**src/common/dvo_pkg.sv**
```systemverilog
/*
 * dvo_pkg: constants shared by the digital valve output logic.
 * assumes a 40 MHz device clock and a plain register port with 32-bit data.
 */
package dvo_pkg;
    // ------------------------------------------------------------
    // clock and time base
    // ------------------------------------------------------------
    localparam int CLK_FREQ_HZ = 40_000_000;   // device clock rate
    localparam int MS_TIME_MS = 1;             // profile time unit, in ms
    localparam int MS_CYCLES = CLK_FREQ_HZ / 1000 * MS_TIME_MS; // cycles per ms
    localparam int NUM_CH = 2;                 // two outputs

    // ------------------------------------------------------------
    // register map, byte addresses; channel 1 sits at +CH_STRIDE
    // ------------------------------------------------------------
    localparam logic [7:0] CH_STRIDE = 8'h40;
    localparam logic [5:0] REG_OTYPE = 6'h00;   // output_type_select
    localparam logic [5:0] REG_CSRC = 6'h04;    // control_source_select
    localparam logic [5:0] REG_POL = 6'h08;     // polarity selection
    localparam logic [5:0] REG_FMODE = 6'h0C;   // fault reaction selection
    localparam logic [5:0] REG_FSTATE = 6'h10;  // fault preset state
    localparam logic [5:0] REG_BUSVAL = 6'h14;  // bus-commanded digital state
    localparam logic [5:0] REG_BOOSTI = 6'h18;  // boost current
    localparam logic [5:0] REG_HOLDI = 6'h1C;   // hold current
    localparam logic [5:0] REG_BOOSTT = 6'h20;  // boost time, ms
    localparam logic [5:0] REG_BLINKT = 6'h24;  // blink period, ms
    localparam logic [5:0] REG_STATUS = 6'h28;  // read-only channel state

    // ------------------------------------------------------------
    // codes
    // ------------------------------------------------------------
    localparam logic [15:0] OTYPE_ONOFF = 16'h03E8;   // 1000
    localparam logic [15:0] OTYPE_BOOST = 16'h03FC;   // 1020
    localparam logic [15:0] OTYPE_RST = 16'h0014;     // 20, proportional current
    localparam logic [7:0] CSRC_UNUSED = 8'h00;
    localparam logic [7:0] CSRC_BUS = 8'h01;
    localparam logic [7:0] CSRC_RST = 8'h01;
    localparam logic [1:0] POL_NORMAL = 2'h0;
    localparam logic [1:0] POL_INVERSE = 2'h1;
    localparam logic [1:0] POL_LATCHED = 2'h2;
    localparam logic [1:0] POL_BLINK = 2'h3;
    localparam logic [1:0] POL_RST = 2'h0;
    localparam logic FMODE_KEEP = 1'b0;
    localparam logic FMODE_PRESET = 1'b1;
    localparam logic FMODE_RST = 1'b1;
    localparam logic FSTATE_RST = 1'b0;
    localparam logic [15:0] BOOSTI_RST = 16'h0000;
    localparam logic [15:0] HOLDI_RST = 16'h0000;
    localparam logic [15:0] BOOSTT_RST = 16'h0064;    // 100 ms
    localparam logic [15:0] BLINKT_RST = 16'h01F4;    // 500 ms
endpackage

```
**src/verilog/dvo_top.sv**
```systemverilog
/*
 * dvo_top: digital output logic for two valve outputs.
 * assumes enable, override and fault levels come already resolved from the
 * input routing logic, all synchronous to mclk_i; registers are reached over
 * a plain port with read data one cycle after the read strobe.
 */
// Our own choices: the strobed register port and the address map.
`timescale 1ns/1ps
module dvo_top
    import dvo_pkg::*;
#(
    parameter int MS_CYC = MS_CYCLES // shorten in simulation
)
(
    input wire logic mclk_i,
    input wire logic rst_i,
    input wire logic [7:0] reg_addr_i,
    input wire logic [31:0] reg_wdata_i,
    input wire logic reg_wr_i,
    input wire logic reg_rd_i,
    output logic [31:0] reg_rdata_o,
    input wire logic [NUM_CH-1:0][15:0] ctrl_local_i,
    input wire logic [NUM_CH-1:0] ctrl_fault_i,
    input wire logic [NUM_CH-1:0] enable_ok_i,
    input wire logic [NUM_CH-1:0] enable_fault_i,
    input wire logic [NUM_CH-1:0] override_on_i,
    input wire logic [NUM_CH-1:0] override_fault_i,
    output logic [NUM_CH-1:0] drive_o,
    output logic [NUM_CH-1:0][15:0] current_cmd_o,
    output logic [NUM_CH-1:0] output_feedback_value_o
);
    // ------------------------------------------------------------
    // configuration registers, one entry per channel
    // ------------------------------------------------------------
    logic [15:0] otype_q [NUM_CH];   // output_type_select
    logic [7:0] csrc_q [NUM_CH];     // control_source_select
    logic [1:0] pol_q [NUM_CH];      // polarity selection
    logic fmode_q [NUM_CH];          // fault reaction selection
    logic fstate_q [NUM_CH];         // fault preset state
    logic [15:0] busval_q [NUM_CH];  // bus-commanded digital state
    logic [15:0] boosti_q [NUM_CH];  // boost current
    logic [15:0] holdi_q [NUM_CH];   // hold current
    logic [15:0] boostt_q [NUM_CH];  // boost time in ms
    logic [15:0] blinkt_q [NUM_CH];  // blink period in ms

    // ------------------------------------------------------------
    // channel state
    // ------------------------------------------------------------
    logic [NUM_CH-1:0] logic_q;      // logic state
    logic [NUM_CH-1:0] logic_d;
    logic [NUM_CH-1:0] drive_d;      // next drive state
    logic [NUM_CH-1:0] latch_q;      // latched polarity memory
    logic [NUM_CH-1:0] latch_d;
    logic [NUM_CH-1:0] boost_q;      // boost phase active
    logic [NUM_CH-1:0] boost_d;
    logic [NUM_CH-1:0] logic_rise;   // logic state just turned on
    logic [NUM_CH-1:0] drive_rise;   // drive state just turned on
    logic [NUM_CH-1:0] tmr_tick;     // channel timer period done
    logic [NUM_CH-1:0] tmr_restart;
    logic [NUM_CH-1:0] is_dig;       // digital type selected
    logic [NUM_CH-1:0] is_boost;     // boost-and-hold type selected
    logic [NUM_CH-1:0] in_fault;     // any input reports an error
    logic [NUM_CH-1:0] inhibit;      // override true or enable off
    logic [1:0] eff_pol [NUM_CH];    // polarity after mode folding
    logic [15:0] ctrl_val [NUM_CH];  // selected control value
    logic [15:0] tmr_period [NUM_CH];

    // ------------------------------------------------------------
    // register port decode
    // ------------------------------------------------------------
    logic wr_ch;           // channel picked by the address
    logic [5:0] wr_off;    // offset within the channel window
    logic addr_in_map;     // address lands in one of the channel windows

    assign wr_ch = reg_addr_i[6];
    assign wr_off = reg_addr_i[5:0];
    assign addr_in_map = (reg_addr_i[7] == 1'b0);

    // ------------------------------------------------------------
    // register writes
    // ------------------------------------------------------------
    always_ff @(posedge mclk_i or posedge rst_i)
    begin
        if (rst_i)
        begin
            for (int c = 0; c < NUM_CH; c++)
            begin
                otype_q[c] <= OTYPE_RST;
                csrc_q[c] <= CSRC_RST;
                pol_q[c] <= POL_RST;
                fmode_q[c] <= FMODE_RST;
                fstate_q[c] <= FSTATE_RST;
                busval_q[c] <= 16'h0000;
                boosti_q[c] <= BOOSTI_RST;
                holdi_q[c] <= HOLDI_RST;
                boostt_q[c] <= BOOSTT_RST;
                blinkt_q[c] <= BLINKT_RST;
            end
        end
        else if (reg_wr_i && addr_in_map)
        begin
            // unmapped offsets inside a window are ignored
            case (wr_off)
                REG_OTYPE: otype_q[wr_ch] <= reg_wdata_i[15:0];
                REG_CSRC: csrc_q[wr_ch] <= reg_wdata_i[7:0];
                REG_POL: pol_q[wr_ch] <= reg_wdata_i[1:0];
                REG_FMODE: fmode_q[wr_ch] <= reg_wdata_i[0];
                REG_FSTATE: fstate_q[wr_ch] <= reg_wdata_i[0];
                REG_BUSVAL: busval_q[wr_ch] <= reg_wdata_i[15:0];
                REG_BOOSTI: boosti_q[wr_ch] <= reg_wdata_i[15:0];
                REG_HOLDI: holdi_q[wr_ch] <= reg_wdata_i[15:0];
                REG_BOOSTT: boostt_q[wr_ch] <= reg_wdata_i[15:0];
                REG_BLINKT: blinkt_q[wr_ch] <= reg_wdata_i[15:0];
                default: ;
            endcase
        end
    end

    // ------------------------------------------------------------
    // register reads: data stands only in the cycle after the strobe
    // ------------------------------------------------------------
    always_ff @(posedge mclk_i or posedge rst_i)
    begin
        if (rst_i)
            reg_rdata_o <= 32'h0000_0000;
        else if (reg_rd_i && addr_in_map)
        begin
            case (wr_off)
                REG_OTYPE: reg_rdata_o <= {16'h0000, otype_q[wr_ch]};
                REG_CSRC: reg_rdata_o <= {24'h00_0000, csrc_q[wr_ch]};
                REG_POL: reg_rdata_o <= {30'h0000_0000, pol_q[wr_ch]};
                REG_FMODE: reg_rdata_o <= {31'h0000_0000, fmode_q[wr_ch]};
                REG_FSTATE: reg_rdata_o <= {31'h0000_0000, fstate_q[wr_ch]};
                REG_BUSVAL: reg_rdata_o <= {16'h0000, busval_q[wr_ch]};
                REG_BOOSTI: reg_rdata_o <= {16'h0000, boosti_q[wr_ch]};
                REG_HOLDI: reg_rdata_o <= {16'h0000, holdi_q[wr_ch]};
                REG_BOOSTT: reg_rdata_o <= {16'h0000, boostt_q[wr_ch]};
                REG_BLINKT: reg_rdata_o <= {16'h0000, blinkt_q[wr_ch]};
                // live state: fault, boost, drive, logic
                REG_STATUS: reg_rdata_o <= {28'h000_0000, in_fault[wr_ch],
                                            boost_q[wr_ch], drive_o[wr_ch],
                                            logic_q[wr_ch]};
                default: reg_rdata_o <= 32'h0000_0000;
            endcase
        end
        else
            reg_rdata_o <= 32'h0000_0000; // unmapped or idle reads give zero
    end

    // ------------------------------------------------------------
    // per-channel edge detectors and shared channel timer
    // ------------------------------------------------------------
    // the one timer serves blink or boost, never both, which is why
    // blinking is folded away in boost-and-hold mode
    for (genvar g = 0; g < NUM_CH; g++)
    begin : g_ch
        dvo_rise u_logic_rise (
            .mclk_i(mclk_i),
            .rst_i(rst_i),
            .d_i(logic_q[g]),
            .rise_o(logic_rise[g])
        );
        dvo_rise u_drive_rise (
            .mclk_i(mclk_i),
            .rst_i(rst_i),
            .d_i(drive_o[g]),
            .rise_o(drive_rise[g])
        );
        dvo_ms_timer #(.MS_CYC(MS_CYC)) u_timer (
            .mclk_i(mclk_i),
            .rst_i(rst_i),
            .restart_i(tmr_restart[g]),
            .period_ms_i(tmr_period[g]),
            .tick_o(tmr_tick[g])
        );
    end

    // ------------------------------------------------------------
    // input qualification and control selection
    // ------------------------------------------------------------
    always_comb
    begin
        for (int c = 0; c < NUM_CH; c++)
        begin
            is_boost[c] = (otype_q[c] == OTYPE_BOOST);
            is_dig[c] = (otype_q[c] == OTYPE_ONOFF) || is_boost[c];
            // an error on any of the three inputs starts the fault reaction
            in_fault[c] = ctrl_fault_i[c] | enable_fault_i[c]
                          | override_fault_i[c];
            // same priority as the analog path: override, then enable
            inhibit[c] = override_on_i[c] | ~enable_ok_i[c];
            if (csrc_q[c] == CSRC_BUS)
                ctrl_val[c] = busval_q[c];
            else if (csrc_q[c] == CSRC_UNUSED)
                ctrl_val[c] = 16'h0000;    // unused source reads as off
            else
                ctrl_val[c] = ctrl_local_i[c];
            if (is_boost[c] && pol_q[c] == POL_BLINK)
                eff_pol[c] = POL_NORMAL;
            else
                eff_pol[c] = pol_q[c];
            // timer follows drive in boost mode, logic in blink mode
            tmr_restart[c] = is_boost[c] ? drive_rise[c] : logic_rise[c];
            tmr_period[c] = is_boost[c] ? boostt_q[c] : blinkt_q[c];
        end
    end

    // ------------------------------------------------------------
    // logic state and drive state next values
    // ------------------------------------------------------------
    always_comb
    begin
        for (int c = 0; c < NUM_CH; c++)
        begin
            logic_d[c] = 1'b0;
            latch_d[c] = latch_q[c];
            drive_d[c] = 1'b0;
            if (!is_dig[c])
            begin
                // other output types hold logic and drive state off here
                logic_d[c] = 1'b0;
                drive_d[c] = 1'b0;
            end
            else if (in_fault[c])
            begin
                logic_d[c] = logic_q[c];
                if (fmode_q[c] == FMODE_PRESET)
                    drive_d[c] = fstate_q[c];
                else
                    drive_d[c] = drive_o[c];
            end
            else if (inhibit[c])
            begin
                logic_d[c] = 1'b0;
                drive_d[c] = 1'b0;
            end
            else
            begin
                // control drives the channel only on this path
                logic_d[c] = (ctrl_val[c] != 16'h0000);
                case (eff_pol[c])
                    POL_NORMAL: drive_d[c] = logic_q[c];
                    POL_INVERSE: drive_d[c] = ~logic_q[c];
                    POL_LATCHED:
                    begin
                        // only the off-to-on edge counts
                        latch_d[c] = latch_q[c] ^ logic_rise[c];
                        drive_d[c] = latch_d[c];
                    end
                    POL_BLINK:
                    begin
                        if (!logic_q[c])
                            drive_d[c] = 1'b0;
                        else if (logic_rise[c])
                            drive_d[c] = 1'b1;
                        else if (tmr_tick[c])
                            drive_d[c] = ~drive_o[c];
                        else
                            drive_d[c] = drive_o[c];
                    end
                    default: drive_d[c] = logic_q[c];
                endcase
            end
        end
    end

    // ------------------------------------------------------------
    // boost phase next value
    // ------------------------------------------------------------
    always_comb
    begin
        for (int c = 0; c < NUM_CH; c++)
        begin
            if (!is_boost[c] || !drive_o[c])
                boost_d[c] = 1'b0;
            else if (drive_rise[c])
                boost_d[c] = 1'b1;
            else if (tmr_tick[c])
                boost_d[c] = 1'b0;
            else
                boost_d[c] = boost_q[c];
        end
    end

    // ------------------------------------------------------------
    // state flops
    // ------------------------------------------------------------
    always_ff @(posedge mclk_i or posedge rst_i)
    begin
        if (rst_i)
        begin
            logic_q <= '0;
            latch_q <= '0;
            drive_o <= '0;
            boost_q <= '0;
        end
        else
        begin
            logic_q <= logic_d;
            latch_q <= latch_d;
            drive_o <= drive_d;
            boost_q <= boost_d;
        end
    end

    // ------------------------------------------------------------
    // current command and feedback outputs
    // ------------------------------------------------------------
    // current follows the boost phase in the same cycle, one cycle behind drive; on/off type
    // reports zero since its load is switched straight to supply
    always_ff @(posedge mclk_i or posedge rst_i)
    begin
        if (rst_i)
        begin
            current_cmd_o <= '0;
            output_feedback_value_o <= '0;
        end
        else
        begin
            for (int c = 0; c < NUM_CH; c++)
            begin
                if (is_boost[c] && drive_o[c])
                    current_cmd_o[c] <= boost_d[c] ? boosti_q[c] : holdi_q[c];
                else
                    current_cmd_o[c] <= 16'h0000;
                // only digital types load the drive state here
                output_feedback_value_o[c] <= is_dig[c] & drive_d[c];
            end
        end
    end
endmodule

```
**src/verilog/dvo_rise.sv**
```systemverilog
/*
 * dvo_rise: off-to-on detector for one level.
 * assumes the level is synchronous to mclk_i.
 */
`timescale 1ns/1ps
module dvo_rise
    import dvo_pkg::*;
(
    input wire logic mclk_i,
    input wire logic rst_i,
    input wire logic d_i,
    output logic rise_o
);
    logic prev_q; // level seen one edge ago

    // --------------------------------------------------------
    // history flop
    // --------------------------------------------------------
    always_ff @(posedge mclk_i or posedge rst_i)
    begin
        if (rst_i)
            prev_q <= 1'b0;
        else
            prev_q <= d_i;
    end

    assign rise_o = d_i & ~prev_q; // high for the first cycle of an on level
endmodule

```
**src/verilog/dvo_ms_timer.sv**
```systemverilog
/*
 * dvo_ms_timer: millisecond interval timer with restart.
 * assumes restart_i is a one-cycle pulse; a period of 0 acts as 1 ms.
 */
`timescale 1ns/1ps
module dvo_ms_timer
    import dvo_pkg::*;
#(
    parameter int MS_CYC = MS_CYCLES
)
(
    input wire logic mclk_i,
    input wire logic rst_i,
    input wire logic restart_i,
    input wire logic [15:0] period_ms_i,
    output logic tick_o
);
    logic [31:0] pre_q; // cycles inside the current millisecond
    logic [15:0] ms_q;  // whole milliseconds elapsed
    logic ms_end;
    logic per_end;

    assign ms_end = (pre_q == 32'(MS_CYC - 1));
    assign per_end = ms_end && ((ms_q + 16'h0001) >= period_ms_i);
    assign tick_o = per_end & ~restart_i;

    // --------------------------------------------------------
    // prescaler and interval count, both cleared on restart
    // --------------------------------------------------------
    always_ff @(posedge mclk_i or posedge rst_i)
    begin
        if (rst_i)
        begin
            pre_q <= 32'h0000_0000;
            ms_q <= 16'h0000;
        end
        else if (restart_i || ms_end)
        begin
            pre_q <= 32'h0000_0000;
            // full interval again after a restart or a finished period
            ms_q <= (restart_i || per_end) ? 16'h0000 : ms_q + 16'h0001;
        end
        else
            pre_q <= pre_q + 32'h0000_0001;
    end
endmodule

```
**config.mk**
```make
export PLATFORM = sky130hd
export DESIGN_NAME = dvo_top
export DESIGN_NICKNAME = d
export VERILOG_FILES = /design/src/common/dvo_pkg.sv /design/src/verilog/dvo_top.sv /design/src/verilog/dvo_rise.sv /design/src/verilog/dvo_ms_timer.sv
export SDC_FILE = /design/constraint.sdc
export NUM_CORES = 1
export LEC_CHECK = 0
export ABC_AREA = 0
export BUFFER_PORTS_ARGS = -buffer_cell sky130_fd_sc_hd__buf_2
export CELL_PAD_IN_SITES_DETAIL_PLACEMENT = 0
export CELL_PAD_IN_SITES_GLOBAL_PLACEMENT = 2
export CORE_MARGIN = 10
export CORE_UTILIZATION = 44
export DETAILED_ROUTE_END_ITERATION = 7
export PLACE_DENSITY = 0.92
export SETUP_SLACK_MARGIN = 0.2
export SLEW_MARGIN = 5
export SYNTH_ARGS = -nofsm -noshare
export SYNTH_HDL_FRONTEND = slang
export SYNTH_SLANG_ARGS = --single-unit
```
**constraint.sdc**
```tcl
create_clock -name mclk_i -period 28.9 [get_ports mclk_i]
set_input_delay 2.89 -clock mclk_i [delete_from_list [all_inputs] [get_ports mclk_i]]
set_output_delay 2.89 -clock mclk_i [all_outputs]
set_load 0.01 [all_outputs]
```
==> flow_summary.ini <==
[layout]
fin_util_pct = 50.4
drive_above_1_share_pct = 29.0
nFillCells = 3731
n_antenna_cell = 0
syn2layout_area_growth_pct = 12.8
finalNetCount = 1890
ff_latch_area_mm2 = 0.00934
multi_input_area_mm2 = 0.00900

[floorplanning]
die_y_um = 227
rows = 75
start_util_pct = 44.7
die_x_um = 227
io_pins = 154
fp.coreArea_mm2 = 0.0421
die_area_mm2 = 0.0515

[detailed_routing]
wirelength_um = 50800
vias_per_cell = 5.76
first_pass_iters = 7
ant_nets = 0
drc = 0
vias = 13488
drt-initial-drc-count = 1108
wire_per_inst_um = 21.7

[clocking]
ctsRootBufferMaster = clkbuf_16
h-tree-depth = 2
cts_setup_buffers = 0
cts_resized = 0
ctsHoldBuffers = 0
cts_sinks = 372
cts.path.max_buffers = 3
numCtsBuffers = 43
tritoncts = built
cts.clk_slew.worst_paths_ps = 60
clkLatencyLatePin_ps = 580

[outcome]
status = finished clean

[synth]
seq_area_frac_synth_pct = 49.6
syn_avg_cell_area_um2 = 11.2
synth-seq-cells = 372
syn_inst = 1680
yosysMostFrequentCell = dfrtp_1
synthArstFlopShare_pct = 100
synth_top_cell_area_share_pct = 46.0
netlist_area_mm2 = 0.0188
ys_warn_count = 0
ys_types = 68
synth_edf_count = 0
synth_flop_cell = dfrtp_1
synth.largest_area_cell = dfrtp_1
yosys-top-cells-count = dfrtp_1 (346), mux2_2 (240), nor2_1 (152), nand2_1 (109), mux2i_1 (80)
netlist_top_cells_area = dfrtp_1 (46%), mux2_2 (14%), mux2i_1 (4.3%)

[setup_path]
end_kind = flip-flop
cp.required_ps = 29390
path_buf_inv = 1
slowest_stage = nor4_4
slowest_delay_ps = 830
cpLargestDelayFamily = simple AND/OR/NAND/NOR gates
cp_max_fo = 20
crit_chain = or4bb_1 -> nor4_4 -> buf_4 -> mux2i_1 -> ha_1 -> nand4_1 -> a211oi_1 -> a2111oi_0 -> o21ai_1 -> nor2_2 -> o21ai_0 -> a31oi_1
crit_type = reg -> reg
start_kind = flip-flop
arrival_ps = 5770

[global_route]
grt_pass1_wl_um = 80200
antenna_found_initial = 0
grt_pass1_vias = 13932
grt_max_degree = 141
gr-total-overflow = 0
track_usage_pct = 19.9

[timing]
finalSetupTns_ps = 0
finalCritPeriodShare_pct = 18.3
max_slew_margin_pct = 20.0
hold_viol = 0
finClkSkew_ps = 24.1
rsz0062_at_grt = no
tightestPinTransition_ps = 1200
setup_viol = 0
slew_viol_final = 0
fmaxAchievable_ghz = 0.189
period_needed_ps = 5280

[placed_design]
gp_congestion = 0.830
hpwl_um = 35000
io_buffers = 121

[power]
finalPower_mw = 1.22
p_per_area_mw_per_mm2 = 57.5
leakage_nw = 10.0
vdd_drop_max_uv = 45.8

[run]
cap_violations = 0

[hold_path]
hold_path.class = reg -> reg
==> cell usage in the layout, fill, tap and decap left out, drive strengths merged, types with 36 or more instances in the layout <==
cell type,Yosys,layout
dfrtp,346,346
mux2,240,240
nor2,153,153
buf,54,136
nand2,111,111
mux2i,81,81
nand3,81,81
a21oi,66,66
clkbuf,54,65
xor2,57,57
o21ai,39,39
ha,36,36
==> cell type report <==
type                            instances  share of cell area, %
Clock buffer                           65                   6.08
Clock inverter                         13                  0.666
Inverter                               13                  0.265
Multi-Input combinational cell       1202                   42.4
Sequential cell                       372                   44.0
Tap cell                              539                   3.18
Timing Repair Buffer                  136                   3.44
==> per-layer routing <==
layer / share of wire (%) / vias up / wire [um] / global-route usage [%]
met5: 0 / - / 0 / 0
met4: 2.3 / 0 / 1180 / 5.78
met3: 4.5 / 69 / 2300 / 3.36
met2: 50 / 293 / 25200 / 33.8
met1: 44 / 6890 / 22100 / 25.5
li1: - / 6236 / - / -
==> registers in the layout, indices dropped and copies added, names as in the netlist, 16 cells and up <==
register            flops
g_ch.u_timer.ms_q      32
current_cmd_o          32
otype_q                32
boostt_q               32
holdi_q                32
csrc_q                 16
blinkt_q               32
reg_rdata_o            16
busval_q               32
g_ch.u_timer.pre_q     64
boosti_q               32
==> final timing paths <==
path	from	endpoint	slack (ps)	cells after the start
max	otype_q[11]	g_ch[1].u_timer.ms_q[6]	23620	12
min	g_ch[1].u_timer.pre_q[0]	g_ch[1].u_timer.pre_q[0]	450	1
max in group asynchronous	rst_i	g_ch[0].u_timer.pre_q[23]	24400	4
min in group asynchronous	rst_i	pol_q[0]	2450	2
min reg2reg	g_ch[1].u_timer.pre_q[0]	g_ch[1].u_timer.pre_q[0]	450	1
max reg2reg	otype_q[11]	g_ch[1].u_timer.ms_q[6]	23620	12
==> per-stage QoR <==
stage               area (um^2)  cells  hold WS [ps]  worst slack, ps
floorplan                 18900   1695           424            15720
global placement          19800   2262           435            23090
detailed placement        19800   2262           451            23100
CTS                       21200   2340           458            23540
global route              21200   2340           476            23370
finish                    21200   2340           454            23620
==> kinds of logic after synthesis <==
logic type,synth area share [%]
buf+inv,3.18
simple gates,14.2
flops,49.6
other cells,0.0199
mux,18.7
compound gates,7.68
fa+ha+maj,2.39
xor+xnor,4.23
==> where the power goes <==
part / internal [mW] / leakage, nW / total (mW) / switching [mW]
Clock: 0.327 / 0.697 / 0.550 / 0.223
Combinational: 0.0407 / 4.28 / 0.101 / 0.0603
Sequential: 0.547 / 5.03 / 0.571 / 0.0240
Note: power is estimated with default switching activity, not from simulation.
